**src/rtl/timer_b_pkg.sv**
```systemverilog
package timer_b_pkg;

    // register byte addresses on the wishbone port
    localparam logic [3:0] CONTROL_ADDR    = 4'h0;
    localparam logic [3:0] MODE_ADDR       = 4'h4;
    localparam logic [3:0] IRQ_STATUS_ADDR = 4'h8;
    localparam logic [3:0] IRQ_MASK_ADDR   = 4'hC;

    // timer_b_control field positions
    localparam int CTL_OVERFLOW_BIT  = 7;
    localparam int CTL_EXT_FLAG_BIT  = 6;
    localparam int CTL_RX_SEL_BIT    = 5;
    localparam int CTL_TX_SEL_BIT    = 4;
    localparam int CTL_EXT_EN_BIT    = 3;
    localparam int CTL_RUN_BIT       = 2;
    localparam int CTL_CNT_SEL_BIT   = 1;
    localparam int CTL_CAP_SEL_BIT   = 0;

    // mode register field positions
    localparam int MODE_UP_DOWN_BIT  = 0;
    localparam int MODE_CLK_OUT_BIT  = 1;

    // interrupt status and mask field positions
    localparam int IRQ_OVERFLOW_BIT  = 0;
    localparam int IRQ_EXT_EVENT_BIT = 1;

    // reset values
    localparam logic [7:0] CONTROL_RESET = 8'h00;
    localparam logic [1:0] MODE_RESET    = 2'h0;
    localparam logic [1:0] IRQ_RESET     = 2'h0;

    // trigger pin synchroniser depth
    localparam int SYNC_STAGES = 3;

endpackage : timer_b_pkg

```
**src/rtl/trigger_edge_sync.sv**
```systemverilog
`timescale 1ns/1ns

module trigger_edge_sync
    import timer_b_pkg::*;
#(
    parameter int STAGES = SYNC_STAGES
)
(
    // clock and reset
    input  wire logic clk_i,
    input  wire logic rst_i,
    // asynchronous pin and detected edge
    input  wire logic pin_i,
    output logic      fall_o
);

    logic [STAGES-1:0] sync_reg;
    logic [STAGES-1:0] sync_next;
    logic              level_reg;
    logic              level_next;

    // the logic compares the last two stages only
    initial
    begin
        if (STAGES != 3)
            $error("trigger_edge_sync supports exactly three stages");
    end

    // shift the pin in; reset parks the line high so no false edge appears
    // the level only moves once the last two stages agree: a cycle later, but a lone glitch is dropped
    always_comb
    begin
        sync_next  = {sync_reg[STAGES-2:0], pin_i};
        level_next = (sync_reg[STAGES-1] == sync_reg[STAGES-2]) ? sync_reg[STAGES-1] : level_reg;
    end

    always_ff @(posedge clk_i)
    begin
        if (rst_i)
        begin
            sync_reg  <= '1;
            level_reg <= 1'b1;
        end
        else
        begin
            sync_reg  <= sync_next;
            level_reg <= level_next;
        end
    end

    // falling edge: settled level was high and is about to go low; stage 0 is never looked at
    assign fall_o = level_reg & ~level_next;

endmodule : trigger_edge_sync

```
**src/rtl/timer_b_ctrl.sv**
```systemverilog
// Design decisions made here: register access over Wishbone and the register offsets.
`timescale 1ns/1ns

module timer_b_ctrl
    import timer_b_pkg::*;
#(
    parameter int DATA_W = 32
)
(
    // system clock and synchronous reset
    input  wire logic              clk_i,
    input  wire logic              rst_i,
    // classic wishbone slave
    input  wire logic              cyc_i,
    input  wire logic              stb_i,
    input  wire logic              we_i,
    input  wire logic [3:0]        adr_i,
    input  wire logic [3:0]        sel_i,
    input  wire logic [DATA_W-1:0] dat_i,
    output logic      [DATA_W-1:0] dat_o,
    output logic                   ack_o,
    // counter datapath
    input  wire logic              timer_b_overflow_i,
    input  wire logic              timer_a_overflow_i,
    output logic                   timer_b_run_o,
    output logic                   count_events_o,
    output logic                   up_down_count_enable_o,
    output logic                   capture_o,
    output logic                   reload_o,
    // external trigger pin
    input  wire logic              external_trigger_pin_i,
    // uart baud pulses
    output logic                   uart_rx_baud_o,
    output logic                   uart_tx_baud_o,
    // interrupts
    output logic                   timer_irq_o,
    output logic                   irq_o
);

    initial
    begin
        if (DATA_W != 32)
            $error("timer_b_ctrl needs a 32-bit wishbone data path");
    end

    // state
    logic [7:0]        control_reg, control_next;
    logic [1:0]        mode_reg, mode_next;
    logic [1:0]        status_reg, status_next;
    logic [1:0]        mask_reg, mask_next;
    logic              ack_reg, ack_next;
    logic [DATA_W-1:0] dat_reg, dat_next;
    logic              capture_reg, capture_next;
    logic              reload_reg, reload_next;
    logic              rx_baud_reg, rx_baud_next;
    logic              tx_baud_reg, tx_baud_next;
    logic              timer_irq_reg, timer_irq_next;
    logic              irq_reg, irq_next;

    // decoded conditions
    logic trig_fall;
    logic bus_req;
    logic wr_en;
    logic baud_mode;
    logic special_mode;
    logic capture_mode;
    logic reload_mode;
    logic up_down;
    logic ext_en;
    logic edge_act;
    logic flag_set_ovf;
    logic flag_set_ext;
    logic flag_toggle;

    // synchroniser and falling edge detector for the trigger pin
    trigger_edge_sync #(
        .STAGES (SYNC_STAGES)
    ) u_sync (
        .clk_i  (clk_i),
        .rst_i  (rst_i),
        .pin_i  (external_trigger_pin_i),
        .fall_o (trig_fall)
    );

    // one byte lane carries every register; other lanes read zero
    function automatic logic [DATA_W-1:0] pad8(input logic [7:0] v);
        pad8 = {{(DATA_W-8){1'b0}}, v};
    endfunction : pad8

    // mode decode; baud generation takes over the timer when either uart select is set
    always_comb
    begin
        bus_req      = cyc_i & stb_i;
        wr_en        = bus_req & we_i & sel_i[0] & ~ack_reg;
        baud_mode    = control_reg[CTL_RX_SEL_BIT] | control_reg[CTL_TX_SEL_BIT];
        special_mode = baud_mode | mode_reg[MODE_CLK_OUT_BIT];
        capture_mode = ~special_mode & control_reg[CTL_CAP_SEL_BIT];
        reload_mode  = ~special_mode & ~control_reg[CTL_CAP_SEL_BIT];
        up_down      = mode_reg[MODE_UP_DOWN_BIT];
        ext_en       = control_reg[CTL_EXT_EN_BIT];
        // up/down reload ignores the pin edge altogether, enable has no say
        edge_act     = trig_fall & ext_en & ~(reload_mode & up_down);
        flag_set_ovf = timer_b_overflow_i & ~special_mode;
        flag_set_ext = edge_act;
        flag_toggle  = timer_b_overflow_i & reload_mode;
    end

    // register file next values; hardware events beat a software write in the same cycle
    always_comb
    begin
        control_next = control_reg;
        mode_next    = mode_reg;
        mask_next    = mask_reg;
        status_next  = status_reg;
        if (wr_en)
        begin
            unique case (adr_i)
                CONTROL_ADDR:    control_next = dat_i[7:0];
                MODE_ADDR:       mode_next    = dat_i[1:0];
                IRQ_STATUS_ADDR: status_next  = status_reg & ~dat_i[1:0];
                IRQ_MASK_ADDR:   mask_next    = dat_i[1:0];
                default:         ;
            endcase
        end
        // toggle first, then a pin edge forces the flag high
        if (flag_toggle)
            control_next[CTL_EXT_FLAG_BIT] = ~control_reg[CTL_EXT_FLAG_BIT];
        if (flag_set_ext)
            control_next[CTL_EXT_FLAG_BIT] = 1'b1;
        if (flag_set_ovf)
            control_next[CTL_OVERFLOW_BIT] = 1'b1;
        if (flag_set_ovf)
            status_next[IRQ_OVERFLOW_BIT] = 1'b1;
        if (flag_set_ext)
            status_next[IRQ_EXT_EVENT_BIT] = 1'b1;
    end

    // wishbone answer: one wait state, ack drops the cycle after it is given
    always_comb
    begin
        ack_next = bus_req & ~ack_reg;
        dat_next = dat_reg;
        if (bus_req & ~ack_reg)
        begin
            unique case (adr_i)
                CONTROL_ADDR:    dat_next = pad8(control_reg);
                MODE_ADDR:       dat_next = pad8({6'h00, mode_reg});
                IRQ_STATUS_ADDR: dat_next = pad8({6'h00, status_reg});
                IRQ_MASK_ADDR:   dat_next = pad8({6'h00, mask_reg});
                default:         dat_next = '0;
            endcase
        end
    end

    // outputs toward the datapath and uart, all taken from flip-flops
    always_comb
    begin
        capture_next   = edge_act & capture_mode;
        reload_next    = edge_act & reload_mode;
        // timer one overflows feed the uart unless this timer is selected
        rx_baud_next   = control_reg[CTL_RX_SEL_BIT] ? timer_b_overflow_i
                                                     : timer_a_overflow_i;
        tx_baud_next   = control_reg[CTL_TX_SEL_BIT] ? timer_b_overflow_i
                                                     : timer_a_overflow_i;
        timer_irq_next = control_next[CTL_OVERFLOW_BIT] | control_next[CTL_EXT_FLAG_BIT];
        irq_next       = |(status_next & mask_next);  // a new mask counts at once, no one-cycle lag
    end

    always_ff @(posedge clk_i)
    begin
        if (rst_i)
        begin
            control_reg   <= CONTROL_RESET;
            mode_reg      <= MODE_RESET;
            status_reg    <= IRQ_RESET;
            mask_reg      <= IRQ_RESET;
            ack_reg       <= 1'b0;
            dat_reg       <= '0;
            capture_reg   <= 1'b0;
            reload_reg    <= 1'b0;
            rx_baud_reg   <= 1'b0;
            tx_baud_reg   <= 1'b0;
            timer_irq_reg <= 1'b0;
            irq_reg       <= 1'b0;
        end
        else
        begin
            control_reg   <= control_next;
            mode_reg      <= mode_next;
            status_reg    <= status_next;
            mask_reg      <= mask_next;
            ack_reg       <= ack_next;
            dat_reg       <= dat_next;
            capture_reg   <= capture_next;
            reload_reg    <= reload_next;
            rx_baud_reg   <= rx_baud_next;
            tx_baud_reg   <= tx_baud_next;
            timer_irq_reg <= timer_irq_next;
            irq_reg       <= irq_next;
        end
    end

    // port drive
    assign dat_o                  = dat_reg;
    assign ack_o                  = ack_reg;
    assign timer_b_run_o          = control_reg[CTL_RUN_BIT];
    assign count_events_o         = control_reg[CTL_CNT_SEL_BIT];
    assign up_down_count_enable_o = mode_reg[MODE_UP_DOWN_BIT];
    assign capture_o              = capture_reg;
    assign reload_o               = reload_reg;
    assign uart_rx_baud_o         = rx_baud_reg;
    assign uart_tx_baud_o         = tx_baud_reg;
    assign timer_irq_o            = timer_irq_reg;
    assign irq_o                  = irq_reg;

    // checks on the flag, trigger, baud source, bus ack and interrupt behaviour
    AST_NO_OVF_IN_SPECIAL: assert property (@(posedge clk_i) disable iff (rst_i)
        (special_mode && !control_reg[CTL_OVERFLOW_BIT] && !wr_en) |=> !control_reg[CTL_OVERFLOW_BIT])
        else $error("overflow flag set in baud or clock-out mode");

    AST_OVF_ONLY_SW_CLEAR: assert property (@(posedge clk_i) disable iff (rst_i)
        (control_reg[CTL_OVERFLOW_BIT] && !(wr_en && adr_i == CONTROL_ADDR)) |=> control_reg[CTL_OVERFLOW_BIT])
        else $error("overflow flag cleared without a software write");

    AST_EDGE_SETS_EXT: assert property (@(posedge clk_i) disable iff (rst_i)
        (trig_fall && ext_en && !(reload_mode && up_down)) |=> control_reg[CTL_EXT_FLAG_BIT])
        else $error("enabled falling edge did not set external flag");

    AST_TOGGLE_EXT: assert property (@(posedge clk_i) disable iff (rst_i)
        (flag_toggle && !flag_set_ext && !wr_en)
        |=> control_reg[CTL_EXT_FLAG_BIT] != $past(control_reg[CTL_EXT_FLAG_BIT]))
        else $error("auto-reload overflow did not invert external flag");

    AST_EXT_NO_HW_CLEAR: assert property (@(posedge clk_i) disable iff (rst_i)
        (control_reg[CTL_EXT_FLAG_BIT] && !flag_toggle && !(wr_en && adr_i == CONTROL_ADDR))
        |=> control_reg[CTL_EXT_FLAG_BIT])
        else $error("external flag cleared by hardware");

    AST_RX_BAUD_SRC: assert property (@(posedge clk_i) disable iff (rst_i)
        ##1 uart_rx_baud_o == ($past(control_reg[CTL_RX_SEL_BIT]) ? $past(timer_b_overflow_i)
                                                                   : $past(timer_a_overflow_i)))
        else $error("receive baud pulse from wrong timer");

    AST_TX_BAUD_SRC: assert property (@(posedge clk_i) disable iff (rst_i)
        ##1 uart_tx_baud_o == ($past(control_reg[CTL_TX_SEL_BIT]) ? $past(timer_b_overflow_i)
                                                                   : $past(timer_a_overflow_i)))
        else $error("transmit baud pulse from wrong timer");

    AST_CAPTURE_ON_EDGE: assert property (@(posedge clk_i) disable iff (rst_i)
        (trig_fall && ext_en && capture_mode) |=> (capture_o && !reload_o && timer_irq_o))
        else $error("capture edge gave no capture and interrupt");

    AST_UPDOWN_IGNORES: assert property (@(posedge clk_i) disable iff (rst_i)
        (reload_mode && up_down) |=> !reload_o && !capture_o)
        else $error("trigger acted in up/down reload mode");

    AST_SPECIAL_NO_CAPTURE: assert property (@(posedge clk_i) disable iff (rst_i)
        (trig_fall && ext_en && special_mode) |=> (!capture_o && !reload_o && control_reg[CTL_EXT_FLAG_BIT]))
        else $error("special mode edge handled wrongly");

    AST_DISABLED_IGNORES: assert property (@(posedge clk_i) disable iff (rst_i)
        (!ext_en && !control_reg[CTL_EXT_FLAG_BIT] && !flag_toggle && !wr_en) |=> !control_reg[CTL_EXT_FLAG_BIT])
        else $error("trigger pin acted while disabled");

    AST_IRQ_LEVEL: assert property (@(posedge clk_i) disable iff (rst_i)
        (control_reg[CTL_OVERFLOW_BIT] || control_reg[CTL_EXT_FLAG_BIT]) |-> timer_irq_o)
        else $error("interrupt request low while a flag is set");

    AST_ACK_ONE_CYCLE: assert property (@(posedge clk_i) disable iff (rst_i)
        ack_o |=> !ack_o)
        else $error("ack held for more than one cycle");

    AST_RELOAD_ON_EDGE: assert property (@(posedge clk_i) disable iff (rst_i)
        (trig_fall && ext_en && reload_mode && !up_down) |=> (reload_o && !capture_o && timer_irq_o))
        else $error("reload edge gave no reload and interrupt");

    AST_SPECIAL_EVENT_STATUS: assert property (@(posedge clk_i) disable iff (rst_i)
        (trig_fall && ext_en && special_mode) |=> status_reg[IRQ_EXT_EVENT_BIT])
        else $error("special mode edge raised no interrupt event");

    AST_STATUS_STICKY: assert property (@(posedge clk_i) disable iff (rst_i)
        !(wr_en && adr_i == IRQ_STATUS_ADDR) |=> ((status_reg & $past(status_reg)) == $past(status_reg)))
        else $error("interrupt status bit dropped without a clearing write");

    AST_IRQ_MASKED: assert property (@(posedge clk_i) disable iff (rst_i)
        irq_o == |(status_reg & mask_reg))
        else $error("interrupt output differs from masked status");

endmodule : timer_b_ctrl

```
**config.mk**
```make
export PLATFORM = sky130hd
export DESIGN_NAME = timer_b_ctrl
export DESIGN_NICKNAME = d
export VERILOG_FILES = /design/src/rtl/timer_b_pkg.sv /design/src/rtl/trigger_edge_sync.sv /design/src/rtl/timer_b_ctrl.sv
export SDC_FILE = /design/constraint.sdc
export NUM_CORES = 1
export LEC_CHECK = 0
export BUFFER_PORTS_ARGS = -buffer_cell sky130_fd_sc_hd__buf_2
export CAP_MARGIN = 20
export CORE_UTILIZATION = 30
export DETAILED_ROUTE_END_ITERATION = 12
export PLACE_DENSITY = 0.6
export SYNTH_ARGS = -nofsm -noshare
export SYNTH_HDL_FRONTEND = slang
export SYNTH_HIERARCHICAL = 1
export SYNTH_SLANG_ARGS = --single-unit
```
**constraint.sdc**
```tcl
create_clock -name clk_i -period 3.01 [get_ports clk_i]
set_input_delay 0.602 -clock clk_i [delete_from_list [all_inputs] [get_ports clk_i]]
set_output_delay 0.602 -clock clk_i [all_outputs]
set_load 0.1 [all_outputs]
```
Word level (Yosys, flattened, before mapping):

Index checks and enable logic that the tools add are counted.

* bits of input ports: 48
* flip-flop bits (word level): 57
* logic and storage cells: 65
* output and inout port bits: 42

* bitwise operators: 27
* reduce and logical (&&, ||, !) cells: 4
* equality and inequality tests: 4
* muxes and demuxes: 15

Operator list (number)
* $pmux W8 S4: 1
* $mux W8: 2
* $and A1 B1 Y1: 15
* $eq A4 B4 Y1 const B: 2
* $mux W1: 8
* $mux W2: 4
* $not A1 Y1: 6
* $and A2 B2 Y2: 2
* $eq A4 B3 Y1 const B: 1
* $logic_not A4 Y1: 1
* $reduce_and A2 Y1: 2
* $or A1 B1 Y1: 3
* $not A2 Y2: 1
* $reduce_or A2 Y1: 1
* $eq A1 B1 Y1: 1

Longest topological paths before layout:

Gate-level depths: netlist of the first run.

* depth after elaboration: 10
* mapped depth: 5

Cells and area by module:

Netlist of the first run, hierarchy kept.

Modules (own cells, without submodules)
* timer_b_ctrl: area an instance 1373.8 µm², cells an instance 142, times used 1
* trigger_edge_sync: area an instance 127.6 µm², cells an instance 11, times used 1

Worst setup path after synthesis of the first run:

Ideal clock, no wire load.

* path kind: input to register
* start: input port adr_i[1]
* end: register timer_irq_reg, in the netlist timer_irq_o
* data required time: 2872 ps
* cell stages on the path: 4
* setup slack: 994 ps
* data arrival time: 1878 ps
* cell sequence: or4_4 > o31a_2 > o31ai_1 > o221ai_2

* word-level cells in the longest chain between the ends: 6

Ends and longest elaborated chain
* from (decl): line timer_b_ctrl.sv:17 `input wire logic [3:0] adr_i,`
* $logic_not A4 Y1 (*): line timer_b_ctrl.sv:117 `unique case (adr_i)`
* $mux W8 (*): line timer_b_ctrl.sv:117
* $mux W8 (*): line timer_b_ctrl.sv:115 `if (wr_en)`
* $mux W1: line timer_b_ctrl.sv:126 `if (flag_toggle)`
* $mux W1: line timer_b_ctrl.sv:128 `if (flag_set_ext)`
* $or A1 B1 Y1 (*): line timer_b_ctrl.sv:165 `timer_irq_next = control_next[CTL_OVERFLOW_BIT] | control_next[CTL_EXT_FLAG_BIT];`
* to (signal assigned): line timer_b_ctrl.sv:198 `timer_irq_reg <= timer_irq_next;`
* to (decl): line timer_b_ctrl.sv:57 `logic timer_irq_reg, timer_irq_next;`

Every way passes the cells marked *; elsewhere a longest branch is shown, timed or not.
A chain may end at the register's enable or synchronous reset.

Worst setup path after layout of the first run:

Same ends and word-level chain as after synthesis.

==> impl_metrics.py, run 1 <==
metrics = {
    "run_status": {
        "outcome": "finished clean",
    },
    "sta": {
        "skew_ns": 0.004014,
        "finalCriticalPeriod_ns": 1.915,
        "finalSetupViolations": 0,
        "tns_ns": 0,
        "rsz0062_at_grt": "false",
        "slew_headroom_pct": 63.81,
        "hold_viol": 0,
        "worst_pin_slew_ns": 0.5428,
        "fmax_ghz": 0.5221,
        "slew_violations": 0,
        "period_share_pct": 63.63,
    },
    "synthesis": {
        "synth_area_leaders": "dfxtp_1 (44%), buf_4 (12%), mux2i_1 (8.7%), nor2_1 (6.0%), a22oi_1 (4.0%)",
        "syn_area_um2": 1501,
        "yosysSeqAreaShare_pct": 44.00,
        "synth.avg_cell_area_um2": 9.813,
        "syn_inst": 153,
        "yosys.area.top_type": "dfxtp_1",
        "synth_flop_cell": "dfxtp_1",
        "yosysTopAreaCellShare_pct": 44.00,
        "ys_seq_elements": 33,
        "ys_warn_count": 6,
        "synth-edff-count": 0,
        "async_reset_ff_share_pct": 0,
        "yosysUniqueCellTypes": 35,
    },
    "clocking": {
        "cts_hold_buf": 0,
        "post-cts-setup-buffer-count": 0,
        "root_buffer": "clkbuf_8",
        "cts_sinks": 33,
        "tritoncts": "done",
        "cts_made_buffers": 5,
        "ctsResizeCount": 0,
        "clkTransAtPathRegs_ns": 0.07,
        "clock_latency_ns": 0.29,
        "clockBufferDepth": 2,
        "htreeDepth": 2,
    },
    "placed_design": {
        "port_buffers": 38,
        "dp_hpwl_um": 2185,
        "gp_congestion": 0.7943,
        "place_inst": 255,
    },
    "detailed_routing": {
        "routed_wl_um": 2901,
        "vias": 1146,
        "dr.pass1.iters": 4,
        "wl_per_cell_um": 11.03,
        "ant_nets": 0,
        "drt_iter0_drc": 47,
        "drc_errors": 0,
        "viasPerCell": 4.357,
    },
    "global_routing": {
        "grt_overflow_total": 0,
        "grt_pass1_wl_um": 4540,
        "grt_pass1_vias": 964,
        "grt_max_degree": 32,
        "antenna_found_initial": 0,
        "grtUsageTotal_pct": 11.64,
    },
    "die": {
        "rows": 25,
        "dieWidth_um": 72.75,
        "design.die.area_um2": 5292,
        "initial_core_util_pct": 31.58,
        "chipHeight_um": 72.75,
        "core_um2": 4755,
        "ios": 90,
    },
    "critical_path": {
        "end_kind": "register",
        "cp_num_buf_inv": 1,
        "criticalPathCategory": "in -> reg",
        "crit_chain": "buf_2 -> or4_4 -> o31a_2 -> o31ai_1 -> o221ai_2",
        "crit_family": "compound AO/OA/AOI/OAI gates",
        "cp-start-kind": "primary input",
        "critPathMaxStageDelay_ns": 0.57,
        "cp.arrival_ns": 2.07,
        "cpMaxStageDelayCell": "or4_4",
        "required_ns": 3.17,
        "worstPathMaxFanout": 5,
    },
    "pwr": {
        "p_seq_share_pct": 45.1,
        "cellInternalPower_uw": 631.1,
        "peakVddDrop_v": 0.0002179,
        "p_clk_share_pct": 33.2,
        "p_per_area_nw_per_um2": 566.4,
        "p_sw_uw": 364.7,
        "power.share.combinational_pct": 21.7,
        "sw_frac_of_total_pct": 36.63,
        "p_leak_uw": 0.0007745,
    },
    "finish": {
        "drive_gt1_share_pct": 28.57,
        "nets": 243,
        "seqCellArea_um2": 660.6,
        "final_cell_mix": "buf_2 (38), dfxtp_1 (33), nor2_1 (24), conb_1 (24), mux2i_1 (13)",
        "nFillCells": 516,
        "areaGrowthSynthToFinish_pct": 17.08,
        "multi_input_area_um2": 706.9,
        "fin_cells": 263,
        "final_common_cell": "buf_2",
        "num_antenna_cells": 0,
    },
    "hold_path": {
        "holdCritPathClass": "reg -> reg",
    },
    "run": {
        "drv_cap": 0,
    },
}
-- kinds of logic after synthesis --
kind of cell | synth area share, %
AO/OA/AOI/OAI | 10.33
multiplexers | 11.67
flip-flops | 44.00
AND/OR/NAND/NOR | 19.08
other | 0.2498
buffers and inverters | 14.67
-- cell type report --
class	instances	share of cell area, %
multi-input cells	111	40.21
flip-flops and latches	33	37.58
repair buffers	40	11.67
well taps	67	4.769
clock buffers	5	3.915
clock inverters	3	0.9964
inverters	4	0.8541
-- cells in the mapped netlist, types with 2 or more instances --
cell type / number
nor4b_1: 2
nor4_1: 2
a21oi_1: 2
and4_1: 2
o31ai_1: 2
nand2_1: 4
buf_4: 24
mux4_2: 2
a22oi_1: 8
clkbuf_1: 3
nor3_1: 4
mux2i_1: 13
dfxtp_1: 33
nand4_1: 2
nor3b_1: 2
nor2_1: 24
inv_1: 4
or2_1: 3
-- routing by layer --
layer	track usage, %	share of wire [%]	vias up
met3	5.663	7.5	7
met2	16.72	45	39
li1	-	-	580
met5	0	0	-
met1	14.40	46	520
met4	5.882	1.6	0
-- power groups by stage --
stage	sequential [µW]	clock (µW)	combinational, µW
floorplan	486	0	186
global placement	459	0	217
detailed placement	459	0	217
CTS	449	340	217
global route	450	362	226
finish	449	330	216
-- path summary, 6_finish.rpt --
| check | from | endpoint | slack (ns) | depth (start not counted) |
|---|---|---|---|---|
| setup reg to reg | ack_o | timer_irq_o | 1.32 | 4 |
| hold / removal | u_sync/sync_reg[0] | u_sync/sync_reg[1] | 0.41 | 1 |
| hold reg to reg | u_sync/sync_reg[0] | u_sync/sync_reg[1] | 0.41 | 1 |
| setup / recovery | adr_i[1] | timer_irq_o | 1.09 | 5 |
-- metrics by stage --
step	cell area (µm²)	setup WS [ns]	total power, µW	utilization (%)	hold slack, ns
2_1_floorplan	1588	0.9939	671.6	-	0.3854
3_3_place_gp	1672	0.7796	675.7	35.16	0.3896
3_5_place_dp	1672	0.7847	676.0	35.16	0.3977
4_1_cts	1758	1.098	1006	36.97	0.4144
5_1_grt	1758	0.9986	1037	36.97	0.4195
6_report	1758	1.095	995.8	36.97	0.4072
Note: power is estimated with default switching activity, not from simulation.
==> inputs of run 2 (changes only) <==
- clock period: 3.01 -> 1.8 ns (I/O delays scaled with it)
==> impl_metrics.py, run 2 (same netlist as run 1, synthesis figures left out) <==
metrics = {
    "run_status": {
        "outcome": "finished clean",
    },
    "global_routing": {
        "antenna_found_initial": 0,
        "grtUsageTotal_pct": 12.23,
        "grt_pass1_vias": 1046,
        "grt_pass1_wl_um": 4850,
        "grt_max_degree": 18,
        "grt_overflow_total": 0,
    },
    "die": {
        "design.die.area_um2": 5292,
        "rows": 25,
        "chipHeight_um": 72.75,
        "core_um2": 4755,
        "ios": 90,
        "initial_core_util_pct": 31.58,
        "dieWidth_um": 72.75,
    },
    "critical_path": {
        "timing.rr.start": "ack_o",
        "cp-start-kind": "primary input",
        "criticalPathCategory": "in -> reg",
        "cp.arrival_ns": 1.79,
        "required_ns": 1.95,
        "crit_path_start": "adr_i[1]",
        "end_kind": "register",
        "worstPathMaxFanout": 3,
    },
    "placed_design": {
        "dp_slack_ns": -0.1518,
        "dp_hpwl_um": 2241,
        "place_inst": 265,
        "port_buffers": 38,
        "gp_congestion": 0.7473,
    },
    "detailed_routing": {
        "drc_errors": 0,
        "dr.pass1.iters": 4,
        "vias": 1172,
        "routed_wl_um": 2929,
        "wl_per_cell_um": 10.73,
        "ant_nets": 0,
        "viasPerCell": 4.293,
        "drt_iter0_drc": 64,
    },
    "clocking": {
        "cts_made_buffers": 5,
        "htreeDepth": 2,
        "cts_sinks": 33,
        "clkTransAtPathRegs_ns": 0.07,
        "clock_latency_ns": 0.28,
        "clockBufferDepth": 2,
        "root_buffer": "clkbuf_8",
        "tritoncts": "done",
        "post-cts-setup-buffer-count": 0,
        "ctsResizeCount": 0,
        "cts_hold_buf": 0,
    },
    "sta": {
        "period_share_pct": 91.18,
        "finalSetupViolations": 0,
        "slew_violations": 0,
        "finalCriticalPeriod_ns": 1.641,
        "slew_headroom_pct": 65.95,
        "rsz0062_at_grt": "false",
        "hold_viol": 0,
        "fmax_ghz": 0.6093,
        "layout_setup_ws_ns": 0.1588,
        "hold_ws_ns": 0.2555,
        "worst_pin_slew_ns": 0.5036,
        "skew_ns": 0.006374,
    },
    "finish": {
        "nets": 253,
        "areaGrowthSynthToFinish_pct": 23.17,
        "final_common_cell": "buf_2",
        "fin_cells": 273,
        "drive_gt1_share_pct": 32.52,
        "final_cell_mix": "buf_2 (38), dfxtp_1 (32), nor2_1 (24), conb_1 (24), mux2i_1 (13)",
        "num_antenna_cells": 0,
        "fin_util_pct": 38.89,
    },
    "hold_path": {
        "hold_start": "external_trigger_pin_i",
        "holdCritPathClass": "in -> reg",
    },
    "run": {
        "drv_cap": 0,
    },
    "pwr": {
        "p_per_area_nw_per_um2": 937.0,
        "peakVddDrop_v": 0.0002914,
        "p_leak_uw": 0.0008340,
    },
}
-- run 2: cell count changes in the layout (fill, tap and decap cells not counted), sizes merged --
cell,previous run,this run
clkbuf,5,7
clkinv,2,1
buf,40,50
clkinvlp,1,0
-- run 2: per-layer routing --
layer | track usage (%) | vias up | part of all wire, %
met2 | 18.48 | 37 | 46
met3 | 4.420 | 6 | 5.5
met1 | 15.46 | 533 | 46
li1 | - | 596 | -
met4 | 5.882 | 0 | 2.0
met5 | 0 | - | 0
-- run 2: metrics by stage --
step           total power, µW  area (µm²)  TNS (ns)
6_report                  1733        1849         0
5_1_grt                   1803        1849         0
4_1_cts                   1745        1849         0
3_5_place_dp              1141        1748    -1.009
3_3_place_gp              1140        1748   -0.9984
2_1_floorplan             1123        1589         0
-- run 2: worst max-delay path: stages --
cell	delay, ns
buf_2	0.10
or4_4	0.55
o31a_2	0.30
o31ai_1	0.34
o221ai_2	0.14
-- run 2: cell type report --
| class | count | area, µm² |
|---|---|---|
| Clock buffer | 7 | 96.34 |
| Clock inverter | 1 | 5.005 |
| Fill cell | 521 | 2905 |
| Inverter | 4 | 15.01 |
| Multi-Input combinational cell | 111 | 706.9 |
| Sequential cell | 33 | 661.9 |
| Tap cell | 67 | 83.83 |
| Timing Repair Buffer | 50 | 280.3 |
-- run 2: worst paths after layout --
| path | end | slack [ns] | cells past startpoint |
|---|---|---|---|
| worst min register to register | u_sync/sync_reg[1] | 0.40 | 1 |
| worst max-delay path | timer_irq_o | 0.16 | 5 |
| worst min-delay path | u_sync/sync_reg[0] | 0.26 | 2 |
| worst max register to register | timer_irq_o | 0.26 | 4 |
-- run 2: power breakdown --
part / leakage, µW / total [µW] / internal [µW] / switching, µW
clock: 0.0000542 / 608 / 345 / 262
sequential: 0.000269 / 751 / 745 / 6.17
combinational: 0.000511 / 374 / 53.1 / 321
total: 0.000834 / 1730 / 1140 / 589
==> inputs of run 3 (changes only) <==
==> constraint.sdc (replaced) <==
create_clock -name clk_i -period 1.8 [get_ports clk_i]
set_input_delay 0.18 -clock clk_i [delete_from_list [all_inputs] [get_ports clk_i]]
set_output_delay 0.18 -clock clk_i [all_outputs]
set_load 0.1 [all_outputs]
==> impl_metrics.py, run 3 (same netlist as run 1, synthesis figures left out) <==
metrics = {
    "pwr": {
        "p_clk_share_pct": 31.9,
        "p_sw_uw": 586.6,
        "p_per_area_nw_per_um2": 912.9,
        "power.share.combinational_pct": 22.6,
        "p_leak_uw": 0.0008108,
        "p_seq_share_pct": 45.5,
        "sw_frac_of_total_pct": 35.54,
        "peakVddDrop_v": 0.0003718,
        "cellInternalPower_uw": 1064,
    },
    "detailed_routing": {
        "ant_nets": 0,
        "viasPerCell": 4.315,
        "drt_iter0_drc": 39,
        "wl_per_cell_um": 11.14,
        "drc_errors": 0,
        "routed_wl_um": 3007,
        "vias": 1165,
        "dr.pass1.iters": 4,
    },
    "placed_design": {
        "gp_congestion": 0.7074,
        "dp_slack_ns": 0.006937,
        "place_inst": 262,
        "dp_hpwl_um": 2252,
        "port_buffers": 38,
    },
    "clocking": {
        "tritoncts": "done",
        "cts_hold_buf": 0,
        "post-cts-setup-buffer-count": 0,
        "ctsResizeCount": 0,
        "root_buffer": "clkbuf_8",
        "clkTransAtPathRegs_ns": 0.06,
        "clockBufferDepth": 2,
        "htreeDepth": 2,
        "cts_sinks": 33,
        "cts_made_buffers": 5,
        "clock_latency_ns": 0.29,
    },
    "die": {
        "chipHeight_um": 72.75,
        "initial_core_util_pct": 31.58,
        "rows": 25,
        "core_um2": 4755,
        "design.die.area_um2": 5292,
        "dieWidth_um": 72.75,
        "ios": 90,
    },
    "global_routing": {
        "grt_overflow_total": 0,
        "grt_max_degree": 18,
        "grtUsageTotal_pct": 11.89,
        "grt_pass1_vias": 1011,
        "grt_pass1_wl_um": 4623,
        "antenna_found_initial": 0,
    },
    "critical_path": {
        "critPathMaxStageDelay_ns": 0.38,
        "criticalPathCategory": "reg -> reg",
        "rrSetupSlack_ns": 0.26,
        "cp-start-kind": "register",
        "crit_chain": "nand3b_1 -> o31a_2 -> o31ai_1 -> o221ai_2",
        "end_kind": "register",
        "worstPathMaxFanout": 3,
        "cpMaxStageDelayCell": "o31a_2",
        "cp.arrival_ns": 1.69,
        "required_ns": 1.95,
    },
    "sta": {
        "rsz0062_at_grt": "false",
        "slew_violations": 0,
        "fmax_ghz": 0.6510,
        "skew_ns": 0.005706,
        "hold_ws_ns": 0.06954,
        "slew_headroom_pct": 66.69,
        "finalCriticalPeriod_ns": 1.536,
        "finalSetupViolations": 0,
        "tns_ns": 0,
        "hold_viol": 0,
        "worst_pin_slew_ns": 0.4927,
        "period_share_pct": 85.34,
        "layout_setup_ws_ns": 0.2639,
    },
    "run": {
        "drv_cap": 0,
    },
    "hold_path": {
        "holdCritPathClass": "in -> reg",
    },
    "run_status": {
        "outcome": "finished clean",
    },
    "finish": {
        "fin_util_pct": 38.03,
        "fin_cells": 270,
        "nets": 250,
        "num_antenna_cells": 0,
        "drive_gt1_share_pct": 31.03,
        "final_cell_mix": "buf_2 (38), dfxtp_1 (32), nor2_1 (24), conb_1 (24), mux2i_1 (13)",
        "areaGrowthSynthToFinish_pct": 20.42,
        "final_common_cell": "buf_2",
    },
}
==> run 3: cell count changes in the layout (fill, tap and decap cells not counted) <==
cell      before  now
buf_4         12    9
clkinv_2       1    2
clkbuf_8       7    5
clkbuf_1       0    1
==> run 3: cell type report <==
type	instances	area [µm²]
Tap cell	67	83.83
Multi-Input combinational cell	111	706.9
Timing Repair Buffer	47	257.7
Sequential cell	33	661.9
Clock buffer	6	72.57
Inverter	4	15.01
Clock inverter	2	10.01
Fill cell	536	2947
==> run 3: critical path, delay by kind of cell (launching register included) <==
| family | cells | cell delay (ns) |
|---|---|---|
| AOI/OAI and AO/OA | 3 | 0.85 |
| DFF | 1 | 0.32 |
| and+or+nand+nor | 1 | 0.23 |
==> run 3: final timing paths <==
check / cells after the start / start / end
setup / recovery: 4 / ack_o / timer_irq_o
hold / removal: 2 / external_trigger_pin_i / u_sync/sync_reg[0]
setup reg to reg: 4 / ack_o / timer_irq_o
hold reg to reg: 1 / u_sync/sync_reg[0] / u_sync/sync_reg[1]
==> run 3: metal layers <==
metal,share of wire (%),vias to the layer above,wire [µm],global-route usage [%]
met2,46,32,1384,17.86
met3,6.0,7,180,5.110
li1,-,586,-,-
met4,2.2,0,67,6.972
met1,46,540,1375,14.11
met5,0,-,0,0
==> run 3: stage by stage <==
| stage | total power (µW) | instance area [µm²] |
|---|---|---|
| final | 1651 | 1808 |
| after global placement | 1139 | 1725 |
| after global routing | 1714 | 1808 |
| after detailed placement | 1140 | 1725 |
| after floorplan | 1123 | 1589 |
| after CTS | 1668 | 1808 |
==> run 3: power groups by stage <==
stage / registers [µW] / clock network (µW) / logic [µW]
floorplan: 813 / 0 / 311
global placement: 767 / 0 / 371
detailed placement: 768 / 0 / 372
CTS: 751 / 545 / 373
global route: 753 / 575 / 387
finish: 751 / 527 / 372
